==> config.mk <==
export PLATFORM = sky130hd
export DESIGN_NAME = bridge_rect_dev_flat
export DESIGN_NICKNAME = d
export VERILOG_FILES = /design/src/inc/bridge_pkg.sv /design/src/inc/bridge_link_if.sv /design/src/rtl/bridge_rect_dev.sv /design/src/flat_wrapper.sv
export SDC_FILE = /design/constraint.sdc
export NUM_CORES = 1
export LEC_CHECK = 0
export ABC_AREA = 1
export BUFFER_PORTS_ARGS = -buffer_cell sky130_fd_sc_hd__clkbuf_2
export CAP_MARGIN = 20
export CELL_PAD_IN_SITES_DETAIL_PLACEMENT = 1
export CELL_PAD_IN_SITES_GLOBAL_PLACEMENT = 1
export CORE_ASPECT_RATIO = 2
export CORE_MARGIN = 2
export CORE_UTILIZATION = 46
export CTS_CLUSTER_SIZE = 12
export DETAILED_ROUTE_END_ITERATION = 8
export PLACE_DENSITY_LB_ADDON = 0.2
export SYNTH_ARGS = -nofsm -noshare
export SYNTH_HDL_FRONTEND = slang
export SYNTH_SLANG_ARGS = --single-unit
==> constraint.sdc <==
create_clock -name ref_clk -period 5.25 [get_ports ref_clk]
set_input_delay 1.05 -clock ref_clk [delete_from_list [all_inputs] [get_ports ref_clk]]
set_output_delay 1.05 -clock ref_clk [all_outputs]
set_load 0.02 [all_outputs]
==> src/inc/bridge_pkg.sv <==
package bridge_pkg;
  // serial control word layout
  localparam int          WORD_W       = 19;
  localparam int          OFF_LSB      = 3;
  localparam int          OFF_W        = 5;
  localparam int          OFF_TOP_BIT  = 7;
  localparam int          FAST_LSB     = 8;
  localparam int          FAST_W       = 4;
  localparam int          RECT_LSB     = 14;
  localparam int          IDLE_BIT     = 18;
  localparam logic [18:0] SLEEP_WORD   = 19'h00080;

  typedef enum logic [1:0] {
    RECT_ACTIVE   = 2'b00,
    RECT_DISABLED = 2'b01,
    RECT_PASSIVE  = 2'b10,
    RECT_RESERVED = 2'b11
  } rect_mode_t;

  typedef enum logic [1:0] {
    DECAY_ON   = 2'b00,
    DECAY_FAST = 2'b01,
    DECAY_SLOW = 2'b10
  } decay_state_t;

  typedef enum logic [2:0] {
    TX_IDLE  = 3'b000,
    TX_LEAD  = 3'b001,
    TX_LOW   = 3'b010,
    TX_HIGH  = 3'b011,
    TX_TRAIL = 3'b100
  } tx_state_t;

  // timing
  localparam int CLK_MHZ          = 100;
  localparam int REF_PERIOD_NS    = 10;
  localparam int OSC_KHZ          = 4000;
  localparam int OSC_DIV_CYC      = CLK_MHZ * 1000 / OSC_KHZ;
  localparam int SLEEP_SETUP_US   = 50;
  localparam int SLEEP_SETUP_CYC  = SLEEP_SETUP_US * CLK_MHZ;
  localparam int IDLE_RELEASE_US  = 1000;
  localparam int IDLE_RELEASE_CYC = IDLE_RELEASE_US * CLK_MHZ;
  localparam int LINK_STEP_NS     = 120;
  localparam int LINK_STEP_CYC    = (LINK_STEP_NS + REF_PERIOD_NS - 1) / REF_PERIOD_NS;

  // host controller registers
  localparam logic [4:0] REG_DATA   = 5'h00;
  localparam logic [4:0] REG_CTRL   = 5'h04;
  localparam logic [4:0] REG_STATUS = 5'h08;
  localparam logic [4:0] REG_MASK   = 5'h0c;
  localparam logic [4:0] REG_STATE  = 5'h10;
  localparam int         EV_DONE    = 0;
  localparam int         EV_WAKE    = 1;
  localparam int         EV_W       = 2;
endpackage : bridge_pkg

==> src/inc/bridge_link_if.sv <==
`timescale 1ns/1ps
`default_nettype none
interface bridge_link_if;
  logic sclk;
  logic sdata;
  logic strobe_n;
  logic sleep_n;
  modport dev  (input sclk, input sdata, input strobe_n, input sleep_n);
  modport host (output sclk, output sdata, output strobe_n, output sleep_n);
endinterface : bridge_link_if
`default_nettype wire

==> src/rtl/bridge_rect_dev.sv <==
// Behaviour
// - off-time starts on disable or trip
// - decay switches MOSFETs per rectifier mode
// - active mode: rectifier off at zero current
// - passive mode: rectifier off at reverse limit
// - disabled mode: no switching in fast decay
// - disabled mode: low side on in slow
// - thermal fault disables all drivers
// - data shifted on serial clock rise
// - host holds strobe high while idle
// - words sent most significant bit first
// - host waits after sleep before clocking
// - outputs enable only after idle-release delay
// - two-bit field selects rectifier mode
// - sleep resets word, off-time top bit set
// - mixed decay: fast first, then slow
`timescale 1ns/1ps
`default_nettype none
module bridge_rect_dev #(
  parameter int IDLE_CYC = bridge_pkg::IDLE_RELEASE_CYC
) (
  input  wire logic                          ref_clk,
  input  wire logic                          rst,
  bridge_link_if.dev                         link,
  input  wire logic                          bridge_off_cmd,
  input  wire logic                          current_trip,
  input  wire logic                          zero_current,
  input  wire logic                          reverse_limit,
  input  wire logic                          thermal_fault,
  output logic [bridge_pkg::WORD_W-1:0]      control_word,
  output logic                               drivers_enabled,
  output logic                               off_active,
  output logic                               fast_decay,
  output logic                               sync_rect_on,
  output logic                               low_side_on
);
  localparam int W = bridge_pkg::WORD_W;

  // three-stage pin sample, taken once stages two and three agree; resets to idle levels so no false edge follows
  logic [3:0] s1_reg;
  logic [3:0] s2_reg;
  logic [3:0] s3_reg;
  logic [3:0] pin_reg;
  always_ff @(posedge ref_clk or posedge rst) begin
    if (rst) begin
      s1_reg  <= 4'h4;
      s2_reg  <= 4'h4;
      s3_reg  <= 4'h4;
      pin_reg <= 4'h4;
    end else begin
      s1_reg <= {link.sleep_n, link.strobe_n, link.sdata, link.sclk};
      s2_reg <= s1_reg;
      s3_reg <= s2_reg;
      for (int i = 0; i < 4; i++) begin
        if (s2_reg[i] == s3_reg[i]) begin
          pin_reg[i] <= s3_reg[i];
        end
      end
    end
  end

  logic sclk_f;
  logic sdata_f;
  logic strobe_f;
  logic sleep_f;
  logic sclk_next;
  logic strobe_next;
  assign sclk_f      = pin_reg[0];
  assign sdata_f     = pin_reg[1];
  assign strobe_f    = pin_reg[2];
  assign sleep_f     = pin_reg[3];
  assign sclk_next   = (s2_reg[0] == s3_reg[0]) ? s3_reg[0] : sclk_f;
  assign strobe_next = (s2_reg[2] == s3_reg[2]) ? s3_reg[2] : strobe_f;

  logic sclk_rise;
  logic strobe_rise;
  assign sclk_rise   = sclk_next & ~sclk_f;
  assign strobe_rise = strobe_next & ~strobe_f;

  // serial word shift and load
  logic [W-1:0] shift_reg;
  logic [W-1:0] word_reg;
  always_ff @(posedge ref_clk or posedge rst) begin
    if (rst) begin
      shift_reg <= bridge_pkg::SLEEP_WORD;
    end else if (!sleep_f) begin
      shift_reg <= bridge_pkg::SLEEP_WORD;
    end else if (sclk_rise && !strobe_f) begin
      // the data pin was settled before the clock edge reached the filter
      shift_reg <= {shift_reg[W-2:0], sdata_f};
    end
  end

  always_ff @(posedge ref_clk or posedge rst) begin
    if (rst) begin
      word_reg <= bridge_pkg::SLEEP_WORD;
    end else if (!sleep_f) begin
      word_reg <= bridge_pkg::SLEEP_WORD;
    end else if (strobe_rise) begin
      // a strobe held high by an idle host never loads; partial shifts stay invisible
      word_reg <= shift_reg;
    end
  end

  bridge_pkg::rect_mode_t mode;
  logic [7:0]             off_end;
  logic [7:0]             fast_end;
  assign mode     = bridge_pkg::rect_mode_t'(word_reg[bridge_pkg::RECT_LSB +: 2]);
  assign off_end  = {word_reg[bridge_pkg::OFF_LSB +: bridge_pkg::OFF_W], 3'b111};
  assign fast_end = {1'b0, word_reg[bridge_pkg::FAST_LSB +: bridge_pkg::FAST_W], 3'b111};

  // idle release delay before outputs may drive
  localparam int IW = $clog2(IDLE_CYC + 1);
  logic [IW-1:0] idle_cnt_reg;
  logic          awake;
  assign awake = sleep_f & word_reg[bridge_pkg::IDLE_BIT];
  always_ff @(posedge ref_clk or posedge rst) begin
    if (rst) begin
      idle_cnt_reg <= '0;
    end else if (!awake) begin
      idle_cnt_reg <= '0;
    end else if (idle_cnt_reg != IW'(IDLE_CYC)) begin
      idle_cnt_reg <= idle_cnt_reg + 1'b1;
    end
  end

  logic drv_en;
  assign drv_en = awake & (idle_cnt_reg == IW'(IDLE_CYC)) & ~thermal_fault;

  // oscillator-rate tick for the off-time counters
  localparam int DW = $clog2(bridge_pkg::OSC_DIV_CYC);
  logic [DW-1:0] div_reg;
  logic          osc_tick;
  assign osc_tick = (div_reg == DW'(bridge_pkg::OSC_DIV_CYC - 1));
  always_ff @(posedge ref_clk or posedge rst) begin
    if (rst) begin
      div_reg <= '0;
    end else if (osc_tick) begin
      div_reg <= '0;
    end else begin
      div_reg <= div_reg + 1'b1;
    end
  end

  // decay sequencer
  bridge_pkg::decay_state_t state_reg;
  logic [7:0]               off_cnt_reg;
  logic [7:0]               cnt_inc;
  assign cnt_inc = off_cnt_reg + 8'h01;
  always_ff @(posedge ref_clk or posedge rst) begin
    if (rst) begin
      state_reg   <= bridge_pkg::DECAY_ON;
      off_cnt_reg <= 8'h00;
    end else if (!drv_en) begin
      state_reg   <= bridge_pkg::DECAY_ON;
      off_cnt_reg <= 8'h00;
    end else begin
      case (state_reg)
        bridge_pkg::DECAY_ON: begin
          if (bridge_off_cmd || current_trip) begin
            state_reg   <= bridge_pkg::DECAY_FAST;
            off_cnt_reg <= 8'h00;
          end
        end
        bridge_pkg::DECAY_FAST: begin
          if (osc_tick) begin
            off_cnt_reg <= cnt_inc;
            // a fast portion longer than the off-time runs pure fast decay
            if (cnt_inc >= off_end) begin
              state_reg <= bridge_pkg::DECAY_ON;
            end else if (cnt_inc >= fast_end) begin
              state_reg <= bridge_pkg::DECAY_SLOW;
            end
          end
        end
        bridge_pkg::DECAY_SLOW: begin
          if (osc_tick) begin
            off_cnt_reg <= cnt_inc;
            if (cnt_inc >= off_end) begin
              state_reg <= bridge_pkg::DECAY_ON;
            end
          end
        end
        default: begin
          state_reg <= bridge_pkg::DECAY_ON;
        end
      endcase
    end
  end

  // rectifier cut-off latch, cleared at each off-time start
  logic in_off;
  logic cut_event;
  logic cut_reg;
  assign in_off    = (state_reg != bridge_pkg::DECAY_ON);
  assign cut_event = in_off & (((mode == bridge_pkg::RECT_ACTIVE) & zero_current) |
                               ((mode == bridge_pkg::RECT_PASSIVE) & reverse_limit));
  always_ff @(posedge ref_clk or posedge rst) begin
    if (rst) begin
      cut_reg <= 1'b0;
    end else if (!in_off) begin
      cut_reg <= 1'b0;
    end else if (cut_event) begin
      cut_reg <= 1'b1;
    end
  end

  logic sync_mode;
  logic plain_mode;
  assign sync_mode  = (mode == bridge_pkg::RECT_ACTIVE) | (mode == bridge_pkg::RECT_PASSIVE);
  // the reserved code is treated as disabled, the safest recirculation path
  assign plain_mode = ~sync_mode;

  always_ff @(posedge ref_clk or posedge rst) begin
    if (rst) begin
      control_word    <= bridge_pkg::SLEEP_WORD;
      drivers_enabled <= 1'b0;
      off_active      <= 1'b0;
      fast_decay      <= 1'b0;
      sync_rect_on    <= 1'b0;
      low_side_on     <= 1'b0;
    end else begin
      control_word    <= word_reg;
      drivers_enabled <= drv_en;
      off_active      <= drv_en & in_off;
      fast_decay      <= drv_en & (state_reg == bridge_pkg::DECAY_FAST);
      sync_rect_on    <= drv_en & in_off & sync_mode & ~cut_reg & ~cut_event;
      low_side_on     <= drv_en & plain_mode & (state_reg == bridge_pkg::DECAY_SLOW);
    end
  end
endmodule : bridge_rect_dev
`default_nettype wire

==> src/flat_wrapper.sv <==
// flat-port wrapper written by rule: the top's interface ports become plain ports
module bridge_rect_dev_flat 
#(
  parameter int IDLE_CYC = bridge_pkg::IDLE_RELEASE_CYC
)
  (ref_clk, rst, bridge_off_cmd, current_trip, zero_current, reverse_limit, thermal_fault, control_word, drivers_enabled, off_active, fast_decay, sync_rect_on, low_side_on, link_sclk, link_sdata, link_strobe_n, link_sleep_n);
  bridge_link_if link_i ();
  input  wire logic ref_clk;
  input  wire logic rst;
  input  wire logic bridge_off_cmd;
  input  wire logic current_trip;
  input  wire logic zero_current;
  input  wire logic reverse_limit;
  input  wire logic thermal_fault;
  output logic [bridge_pkg::WORD_W-1:0] control_word;
  output logic drivers_enabled;
  output logic off_active;
  output logic fast_decay;
  output logic sync_rect_on;
  output logic low_side_on;
  input wire logic [$bits(link_i.sclk)-1:0] link_sclk;
  input wire logic [$bits(link_i.sdata)-1:0] link_sdata;
  input wire logic [$bits(link_i.strobe_n)-1:0] link_strobe_n;
  input wire logic [$bits(link_i.sleep_n)-1:0] link_sleep_n;
  assign link_i.sclk = link_sclk;
  assign link_i.sdata = link_sdata;
  assign link_i.strobe_n = link_strobe_n;
  assign link_i.sleep_n = link_sleep_n;
  bridge_rect_dev #(.IDLE_CYC(IDLE_CYC)) u_core (.ref_clk(ref_clk), .rst(rst), .link(link_i), .bridge_off_cmd(bridge_off_cmd), .current_trip(current_trip), .zero_current(zero_current), .reverse_limit(reverse_limit), .thermal_fault(thermal_fault), .control_word(control_word), .drivers_enabled(drivers_enabled), .off_active(off_active), .fast_decay(fast_decay), .sync_rect_on(sync_rect_on), .low_side_on(low_side_on));
endmodule
==> results of run 1 <==
layer usage:
metal,track usage,share of wire
met1,0.228,0.38
met2,0.371,0.57
met3,0.0357,0.018
met4,0.0886,0.030
met5,0,0
area by class of cell:
type / instances / area [sq um]
flip-flops and latches: 111 / 2790
clock buffers: 10 / 229
clock inverters: 6 / 58.8
repair buffers: 36 / 185
multi-input cells: 291 / 1620
inverters: 73 / 277
well taps: 135 / 169
fillers: 1200 / 4700
stage by stage:
step                instances  utilization
floorplan                 484            -
global route              662        0.531
finish                    662        0.531
CTS                       662        0.531
detailed placement        646        0.502
global placement          646        0.502
worst max-delay path, stage by stage, from the launching register on:
cell and delay (ps):
dfrtp_1 900, nand2_2 340, nor3b_4 350, nand3_4 160, nor2_1 200, nand2_2 130
o211ai_4 170, nand2_1 90, o21ai_1 90
how the worst min path moves through the flow:
stage | start | to | cells past startpoint
floorplan | u_core.s1_reg[0]$_DFF_PP0_ | u_core.s2_reg[0]$_DFF_PP0_ | 0
global placement | u_core.s1_reg[1]$_DFF_PP0_ | u_core.s2_reg[1]$_DFF_PP0_ | 0
detailed placement | u_core.s1_reg[3]$_DFF_PP0_ | u_core.s2_reg[3]$_DFF_PP0_ | 0
CTS | u_core.s1_reg[1]$_DFF_PP0_ | u_core.s2_reg[1]$_DFF_PP0_ | 0
global route | u_core.s1_reg[2]$_DFF_PP1_ | u_core.s2_reg[2]$_DFF_PP1_ | 0
finish | u_core.s1_reg[1]$_DFF_PP0_ | u_core.s2_reg[1]$_DFF_PP0_ | 0
layout by cell type (no fill, tap or decap), types with 2 or more instances in the layout:
cell and count:
nand4_1 6, o21ai_0 37, o211ai_1 2, clkbuf_16 9
inv_8 3, maj3_1 3, clkbuf_2 34, buf_4 2
nor2_4 2, nor3_1 8, dfstp_2 7, ha_1 18
a21oi_1 18, dfrtp_1 104, inv_1 67, inv_2 4
nand2_1 105, xor2_1 3, o21bai_1 2, nor4_1 5
nor2_1 30, xnor2_1 3, nand3_1 20, nor3_2 2
nand2_2 2, o21ai_1 8, mux2_2 6
power by group through the flow:
stage / Combinational, W / Clock, W / Sequential (W)
after floorplan: 0.0000382 / 0 / 0.000891
final: 0.0000487 / 0.000658 / 0.000881
after global placement: 0.0000494 / 0 / 0.000897
after detailed placement: 0.0000509 / 0 / 0.000898
after global routing: 0.0000563 / 0.000711 / 0.000883
after CTS: 0.0000515 / 0.000678 / 0.000881
cells by family after synthesis:
family | synth area share
xor+xnor | 0.0111
flops | 0.591
fa+ha+maj | 0.0541
buf+inv | 0.0661
mux | 0.0143
compound gates | 0.0831
simple gates | 0.180
==> impl_results.md, run 1 <==
* Run status: complete, no violations
* Final setup margin at 2720 ps
* Share of flip-flops with an asynchronous set or reset at 1.00
* Worst Skew at 8.09 ps
* Synth top area share at 0.552
* Crit path kind: register to register
* Chip Width at 75.6 um
* Post-route minimum period at 2530 ps
* Largest net degree at the start of global routing at 80
* Unrepaired setup endpoints after global routing: false
* Core ar. at 0.0100 sq mm
* Period utilization at 0.482
* NumNets Final at 551
* Skew-Pair Late Insertion Delay at 340 ps
* Reg2reg start: u_core.pin_reg[3]$_DFFE_PP0N_
* Clock Root Buffer: clkbuf_16
* CP max FO at 28
* Total gr overflow at 0
* Std-Cell Rows at 52
* Antenna-violating nets left at 0
* WL/cell at 15.3 um
* CTS tree: done
* Most used DFF post-synth: dfrtp_1
* Clock Path Buffers at 2
* Register area share after synthesis at 0.591
* Synth area leaders: dfrtp_1 55%, nand2_1 8.4%, inv_1 5.4%
* Leading area contributor after synthesis: dfrtp_1
* Initial antenna violation count at 0
* Worst reg2reg path endpoint: u_core.off_cnt_reg[0]$_DFFE_PP0P_
* Critical path arrival at 2800 ps
* Max Clock Freq at 395 MHz
* End point of the critical path: u_core.off_cnt_reg[0]$_DFFE_PP0P_
* Vias in the first global route at 3,726
* First-pass iteration count of the detailed router at 4
* VDD IR-drop max at 168 uV
* Distinct cells, synth at 37
* # DRC at 0
* Via-to-Cell Ratio at 5.06
* Top post-synthesis cells by count: 105 x nand2_1, 104 x dfrtp_1, 68 x inv_1
* Reg2reg setup slack at 2720 ps
* Die area at 0.0111 sq mm
* Ratio of cells with drive above 1 in the final layout at 0.154
* R2R cell count at 8
* Final GP Congestion at 0.797
* Layout area overhead at 12.9%
* Max-slew violation count at 0
* GRT Overall Usage at 0.207
* Hold Vio Cnt, Final at 0
* Post-synth EDFFs at 0
* Crit path launch type: register
* Max-cap violations at 0
* Clock sink total at 111
* Synthesized Nets at 513
* Tot Pwr at 0.00159 W
* CTS Hold Bufs at 0
* Post-CTS Setup Bufs at 0
* Synth Cell Area at 0.00471 sq mm
* Net Sw Power at 0.000372 W
* Drt total wl at 10,100 um
* Initial Util at 0.471
* Setup violations, final at 0
* Comb pwr share at 0.031
* Most common cell in the netlist: nand2_1
* I/O pin total at 35
* Worst slew margin at 0.342
* Buffers on Ports at 34
* Worst setup startpoint: u_core.pin_reg[3]$_DFFE_PP0N_
* Sw frac at 0.234
* DRT iter0 DRCs at 161
* Ys Warns at 0
* Synthesis-stage register bit count at 111
* Hold_ws at 356 ps
* Sequential share of power at 0.555
* Clock power share at 0.414
* Worst path required time at 5520 ps
* Synthesized instance count at 484
* Dpl ws at 2690 ps
* Global-route wire length before repair at 17,400 um
* Cts bufs inserted at 9
* Mean Syn Cell Area at 9.74 sq um
* Pwr/cell area at 298 mW/mm^2
* Internal power at 0.00122 W
* Die height at 147 um
* Antenna cells at 0
* Kind of end point of the critical path: register
* CTS resizes at 0
* Least-Margin Pin Slew at 984 ps
* Final Cell Area at 0.00532 sq mm
* Via count at 3,347
* Total negative slack at 0 ps
* DP HPWL at 7340 um
* Worst hold path type: register to register
* Placed Area at 0.00503 sq mm
* Worst-path clk slew at 80 ps
* H-tree depth at 3
* Leak Pwr at 2.60 nW
Power figures use the tool's default switching activity.
==> run 2: changes to the inputs <==
--- a/config.mk
+++ b/config.mk
@@ -5,14 +5,14 @@
 export SDC_FILE = /design/constraint.sdc
 export NUM_CORES = 1
 export LEC_CHECK = 0
-export ABC_AREA = 1
+export ABC_AREA = 0
 export BUFFER_PORTS_ARGS = -buffer_cell sky130_fd_sc_hd__clkbuf_2
 export CAP_MARGIN = 20
 export CELL_PAD_IN_SITES_DETAIL_PLACEMENT = 1
 export CELL_PAD_IN_SITES_GLOBAL_PLACEMENT = 1
 export CORE_ASPECT_RATIO = 2
 export CORE_MARGIN = 2
-export CORE_UTILIZATION = 46
+export CORE_UTILIZATION = 47
 export CTS_CLUSTER_SIZE = 12
 export DETAILED_ROUTE_END_ITERATION = 8
 export PLACE_DENSITY_LB_ADDON = 0.2
==> constraint.sdc (replaced) <==
create_clock -name ref_clk -period 2.6 [get_ports ref_clk]
set_input_delay 0.52 -clock ref_clk [delete_from_list [all_inputs] [get_ports ref_clk]]
set_output_delay 0.52 -clock ref_clk [all_outputs]
set_load 0.02 [all_outputs]
==> run 2 against run 1 <==
  * The flow now finishes with violations (setup timing)
  * Design area grew 9.0%
  * Critical path depth grew 3
  * Hold slack lost 130 ps
  * Setup slack lost 2700 ps
  * Combinational power grew to 2.6 times the previous value
  * Via count grew 7.5%
  * Register-to-register slack lost 2700 ps
  * Core utilization grew 4.8 points
  * Highest routed layer unchanged
==> impl_results.md, run 2 <==
* Most used DFF post-synth: dfrtp_1
* CP max stage delay at 470 ps (-430 ps)
* CTS tree: done
* Run status: complete, but fails checks
* Met3 WL at 299 um (+67%)
* GRT Overall Usage at 0.221 (+0.0141)
* H-tree depth at 3 (unchanged)
* Synthesis-stage register bit count at 111 (unchanged)
* Post-synth EDFFs at 0 (unchanged)
* Leading area contributor after synthesis: dfrtp_1
* Crit path launch type: register
* Antenna-violating nets left at 0 (unchanged)
* Crit path kind: register to register
* Cts bufs inserted at 9 (unchanged)
* Worst path required time at 2890 ps (-2630 ps)
* Slowest-stage cell, CP: dfrtp_2
* Skew-Pair Late Insertion Delay at 350 ps (about the same)
* Largest net degree at the start of global routing at 42 (-48%)
* First-pass iteration count of the detailed router at 4 (unchanged)
* Total gr overflow at 0 (unchanged)
* Max Clock Freq at 384 MHz (-2.9%)
* Vias in the first global route at 3,875 (+4.0%)
* Commonest cells after routing, fill and taps aside: 101 x dfrtp_1, 94 x nand2_1, 36 x a21boi_0
* Worst slew margin at 0.481 (+0.140)
* Worst-path clk slew at 70 ps (about the same)
* Core ar. at 0.0100 sq mm (unchanged)
* Synth area leaders: dfrtp_1 55%, nand2_1 7.6%, a21boi_0 5.7%
* Leak Pwr at 2.62 nW (+0.83%)
* Kind of end point of the critical path: register
* Synth Cell Area at 0.00476 sq mm (+1.1%)
* Most common cell in the netlist: dfrtp_1
* Metal2 WL at 7120 um (+24%)
* Critical path arrival at 2900 ps (+100 ps)
* Unrepaired setup endpoints after global routing: true
* Ys Warns at 0 (unchanged)
* DRT iter0 DRCs at 128 (-20%)
* DP HPWL at 7670 um (+4.5%)
* Filler cells at 1,126 (-6.2%)
* Violated checks: setup timing
* # DRC at 0 (unchanged)
* Ratio of cells with drive above 1 in the final layout at 0.231 (+0.0769)
* Initial antenna violation count at 0 (unchanged)
* Period utilization at 1.00 (+0.520)
* Clock sink total at 111 (unchanged)
* Clock Path Buffers at 2 (unchanged)
* Top post-synthesis cells by count: 104 x dfrtp_1, 97 x nand2_1, 36 x a21boi_0
* WL/cell at 18.6 um (+21%)
* Antenna cells at 0 (unchanged)
* Register area share after synthesis at 0.585 (-0.00621)
* Critical Path Most Common Cell: buf_4
* Hold Vio Cnt, Final at 0 (unchanged)
* VDD IR-drop max at 371 uV (+120%)
* Die height at 146 um (-0.53%)
* CP top delay family: compound AO/OA/AOI/OAI gates
* Die area at 0.0110 sq mm (-1.0%)
* Final setup margin at -6.11 ps (-2720 ps)
* Uppermost layer routed: met4
* CP Cell Sequence: ha_4 > buf_4 > buf_4 > nand2_4 > xnor2_4 > ha_1 > a21o_1 > a221o_1 > o21bai_4 > o21ai_1 > a32o_2
* Global-route wire length before repair at 18,600 um (+6.6%)
* Tot Pwr at 0.00329 W (+110%)
* Mean Syn Cell Area at 10.6 sq um (+9.2%)
* Share of flip-flops with an asynchronous set or reset at 1.00 (unchanged)
* Least-Margin Pin Slew at 776 ps (-208 ps)
* Chip Width at 75.2 um (-0.52%)
* Max-cap violations at 0 (unchanged)
* Pwr/cell area at 568 mW/mm^2 (+90%)
* Synth top area share at 0.546 (-0.00580)
* I/O pin total at 35 (unchanged)
* Std-Cell Rows at 52 (unchanged)
* Buffers on Ports at 34 (unchanged)
* Placed Cells at 616 (-4.6%)
* Clock Root Buffer: clkbuf_16
* Initial Util at 0.476 (+0.00500)
* Util after Layout at 0.579 (+0.0476)
* Setup violations, final at 1 (+1)
* Synthesized instance count at 448 (-7.4%)
* Wl on met1 at 4220 um (+8.2%)
* Total negative slack at -6.11 ps (-6.11 ps)
* Layout area overhead at 21.7%
* Max-slew violation count at 0 (unchanged)
* Final GP Congestion at 0.927 (+16%)
* Drt total wl at 12,100 um (+19%)
* Buf/Inv on CP at 2 (+2)
* Via-to-Cell Ratio at 5.53 (+9.3%)
* Via count at 3,598 (+7.5%)
* Synthesized Nets at 477 (-7.0%)
* Worst hold path type: input pin to asynchronous set/reset pin
* CP max FO at 5 (-82%)
* Worst Skew at 7.15 ps (-0.940 ps)
* NumNets Final at 540 (-2.0%)
* Fin cells at 651 (-1.7%)
* Most common cell after layout, fill and taps aside: dfrtp_1
* Distinct cells, synth at 49 (+32%)
* Post-route minimum period at 2610 ps (+74.7 ps)
==> run 2: cell count changes in the layout (fill, tap and decap cells not counted), moves of 6 or more <==
cell,change
buf_4,+27
mux2_2,-6
nand3_1,-6
o21ai_0,-29
a21boi_0,+36
inv_1,-45
nand2_1,-11
xor2_1,+6
a21oi_1,-10
==> run 2: kinds of logic (layout without fill, tap and decap cells) <==
group	count (synthesis)	count (layout)	synth area share
simple gates	187	187	0.190
flops	111	111	0.585
compound gates	73	73	0.106
buf+inv	38	106	0.0315
fa+ha+maj	21	21	0.0536
xor+xnor	16	16	0.0294
mux	2	2	0.00420
==> run 2: where the power goes <==
part / internal [W] / switching (W)
clock: 0.000780 / 0.000619
sequential: 0.00175 / 0.0000124
combinational: 0.0000402 / 0.0000871
total: 0.00257 / 0.000719
==> run 2: what timing repair did <==
item,CTS,global route
gates resized for setup,5,31
setup buffers,4,15
pin swaps,0,15
setup endpoints to repair,2,5
hold buffers,0,0
cloned,0,0
==> run 2: cell type report <==
class                      instances  area [sq um]  share of cell area
clock buffer                      12           246              0.0425
clock inverter                     4          53.8             0.00928
inverter                          23          90.1              0.0155
multi-input combinational        299          2000               0.345
sequential                       111          2790               0.481
tap                              135           169              0.0291
timing repair buffer              67           450              0.0777
==> run 2: metal layers <==
metal | vias to the layer above | global-route usage
met4 | 0 | 0.0711
met2 | 70 | 0.417
met3 | 37 | 0.0449
li1 | 1635 | -
met5 | - | 0
met1 | 1856 | 0.230
==> run 2: stage by stage <==
step | cell area [sq um] | hold slack (ps) | worst slack, ps
5_1_grt | 5800 | 246 | -70.5
4_1_cts | 5520 | 232 | 6.85
6_report | 5800 | 224 | -6.11
3_3_place_gp | 5170 | 340 | 78.5
3_5_place_dp | 5170 | 338 | -91.5
2_1_floorplan | 4770 | 331 | 17.6
==> run 2: path summary, 6_finish.rpt <==
check,slack [ps],cells past startpoint,from,endpoint
max reg2reg,-6,11,u_core.off_cnt_reg[1]$_DFFE_PP0P_,u_core.state_reg[1]$_DFFE_PP0P_
min reg2reg,360,0,u_core.s1_reg[2]$_DFF_PP1_,u_core.s2_reg[2]$_DFF_PP1_
min in group ref_clk,250,1,link_strobe_n,u_core.s1_reg[2]$_DFF_PP1_
max in group asynchronous,1690,3,rst,u_core.s1_reg[2]$_DFF_PP1_
min,220,2,rst,u_core.off_cnt_reg[6]$_DFFE_PP0P_
max,-6,11,u_core.off_cnt_reg[1]$_DFFE_PP0P_,u_core.state_reg[1]$_DFFE_PP0P_
==> run 3: changes to the inputs <==
--- a/config.mk
+++ b/config.mk
@@ -12,7 +12,7 @@
 export CELL_PAD_IN_SITES_GLOBAL_PLACEMENT = 1
 export CORE_ASPECT_RATIO = 2
 export CORE_MARGIN = 2
-export CORE_UTILIZATION = 47
+export CORE_UTILIZATION = 35
 export CTS_CLUSTER_SIZE = 12
 export DETAILED_ROUTE_END_ITERATION = 8
 export PLACE_DENSITY_LB_ADDON = 0.2
==> constraint.sdc (replaced) <==
create_clock -name ref_clk -period 3.25 [get_ports ref_clk]
set_input_delay 0.65 -clock ref_clk [delete_from_list [all_inputs] [get_ports ref_clk]]
set_output_delay 0.65 -clock ref_clk [all_outputs]
set_load 0.02 [all_outputs]
==> run 3 against run 2 <==
  * The flow now finishes without violations
  * Via count down 8.2%
  * Sequential share of layout area up 3.2 points
  * Largest cell class unchanged
  * Setup slack better by 360 ps
  * Total power down 20%
  * Clock skew up 1.7 ps
  * Die area up 33%
  * Critical endpoint unchanged
==> impl_results.md, run 3 (synthesis results as in run 2) <==
* Skew-Pair Late Insertion Delay at 350 ps (about the same)
* Global-route wire length before repair at 17,900 um (-3.8%)
* Core ar. at 0.0134 sq mm (+33%)
* NumNets Final at 511 (-5.4%)
* Largest net degree at the start of global routing at 42 (unchanged)
* Net Sw Power at 0.000627 W (-13%)
* Max Clock Freq at 345 MHz (-10%)
* Die area at 0.0146 sq mm (+33%)
* DP HPWL at 7560 um (-1.5%)
* Clock Root Buffer: clkbuf_16
* Initial Util at 0.357 (-0.119)
* CTS tree: done
* WL/cell at 16.0 um (-14%)
* Run status: complete, no violations
* Placed Cells at 626 (+1.6%)
* Comb pwr share at 0.038 (about the same)
* Initial antenna violation count at 0 (unchanged)
* Least-Margin Pin Slew at 866 ps (+89.9 ps)
* Post-CTS Setup Bufs at 0 (-4)
* VDD IR-drop max at 283 uV (-24%)
* # DRC at 0 (unchanged)
* GRT Overall Usage at 0.155 (-0.0661)
* Worst slew margin at 0.422 (-0.0597)
* Sequential share of power at 0.538 (+0.002)
* H-tree depth at 3 (unchanged)
* Leak Pwr at 2.41 nW (-8.1%)
* Commonest cells after routing, fill and taps aside: 104 x dfrtp_1, 97 x nand2_1, 36 x a21boi_0
* Post-route minimum period at 2900 ps (+291 ps)
* Die height at 169 um (+15%)
* Hold Vio Cnt, Final at 0 (unchanged)
* Antenna cells at 0 (unchanged)
* Chip Width at 86.5 um (+15%)
* I/O pin total at 35 (unchanged)
* Total gr overflow at 0 (unchanged)
* Sw frac at 0.239 (+0.0206)
* Worst hold path type: register to register
* Tot Pwr at 0.00262 W (-20%)
* Cts bufs inserted at 9 (unchanged)
* Via-to-Cell Ratio at 5.14 (-6.9%)
* Critical path arrival at 3180 ps (+280 ps)
* Worst-path clk slew at 80 ps (about the same)
* DRT iter0 DRCs at 130 (+1.6%)
* Period utilization at 0.891 (-0.111)
* Buffers on Ports at 34 (unchanged)
* Reg2reg setup slack at 350 ps (+360 ps)
* Unrepaired setup endpoints after global routing: false
* Fin cells at 642 (-1.4%)
* Layout area overhead at 14.0%
* Clock sink total at 111 (unchanged)
* Max-cap violations at 0 (unchanged)
* Crit path kind: register to register
* Setup violations, final at 0 (-1)
* Most common cell after layout, fill and taps aside: dfrtp_1
* Clock power share at 0.424 (about the same)
* Worst path required time at 3530 ps (+640 ps)
* Std-Cell Rows at 60 (+15%)
* Pwr/cell area at 483 mW/mm^2 (-15%)
* Crit path launch type: register
* Internal power at 0.00199 W (-22%)
* Kind of end point of the critical path: register
* Final GP Congestion at 0.793 (-14%)
* Ratio of cells with drive above 1 in the final layout at 0.146 (-0.0848)
* Clock Path Buffers at 2 (unchanged)
* First-pass iteration count of the detailed router at 5 (+1)
* Via count at 3,302 (-8.2%)
* Max-slew violation count at 0 (unchanged)
* Drt total wl at 10,300 um (-15%)
* Worst Skew at 8.80 ps (+1.65 ps)
* Util after Layout at 0.406 (-0.172)
* CP max FO at 7 (+2)
* Vias in the first global route at 3,584 (-7.5%)
* Total negative slack at 0 ps (+6.11 ps)
* Antenna-violating nets left at 0 (unchanged)
## run 3: layer usage
metal  up-vias  wire (um)  track usage
li1       1583          -            -
met1      1667       4220        0.178
met2        40       5620        0.278
met3        12        189       0.0283
met4         0        267       0.0577
met5         -          0            0
## run 3: what timing repair did
| action | CTS | global route |
|---|---|---|
| hold buffers | 0 | 0 |
| gates resized for setup | 0 | 2 |
| endpoints found under the setup margin | 0 | 2 |
## run 3: cell type report
type                    instances  area (sq um)
fillers                      1515          7930
flip-flops and latches        111          2790
multi-input cells             299          1830
clock buffers                  10           239
repair buffers                 38           225
well taps                     155           194
inverters                      23          90.1
clock inverters                 6          62.6
## run 3: worst paths after layout
| path | startpoint | endpoint | cells after the start |
|---|---|---|---|
| worst max-delay path | u_core.off_cnt_reg[0]$_DFFE_PP0P_ | u_core.state_reg[1]$_DFFE_PP0P_ | 10 |
| worst min register to register | u_core.s1_reg[3]$_DFF_PP0_ | u_core.s2_reg[3]$_DFF_PP0_ | 0 |
| worst max register to register | u_core.off_cnt_reg[0]$_DFFE_PP0P_ | u_core.state_reg[1]$_DFFE_PP0P_ | 10 |
| max in group asynchronous | rst | u_core.s3_reg[2]$_DFF_PP1_ | 3 |
| min in group asynchronous | rst | u_core.word_reg[2]$_DFFE_PP0P_ | 2 |
| worst min-delay path | u_core.s1_reg[3]$_DFF_PP0_ | u_core.s2_reg[3]$_DFF_PP0_ | 0 |
## run 3: through the flow
stage | instance area (sq um) | hold slack (ps) | setup slack [ps]
floorplan | 4770 | 331 | 567
global placement | 5120 | 332 | 366
detailed placement | 5120 | 336 | 67.8
CTS | 5430 | 355 | 27.8
global route | 5430 | 360 | 141
finish | 5430 | 353 | 353
## run 3: worst max-delay path: stages (launching register included)
cell	delay (ps)
dfrtp_1	440
ha_1	290
nand3_1	120
xnor2_1	320
ha_1	310
o21a_1	180
o21a_1	180
a2111oi_2	400
o21bai_1	190
o21ai_0	200
a32o_2	190
## run 3: power groups by stage
stage	sequential, W	combinational, W	clock (W)
after CTS	0.00141	0.000105	0.00115
after global placement	0.00144	0.000102	0
after floorplan	0.00144	0.0000639	0
after detailed placement	0.00144	0.000105	0
final	0.00141	0.0000998	0.00111
after global routing	0.00141	0.000114	0.00121
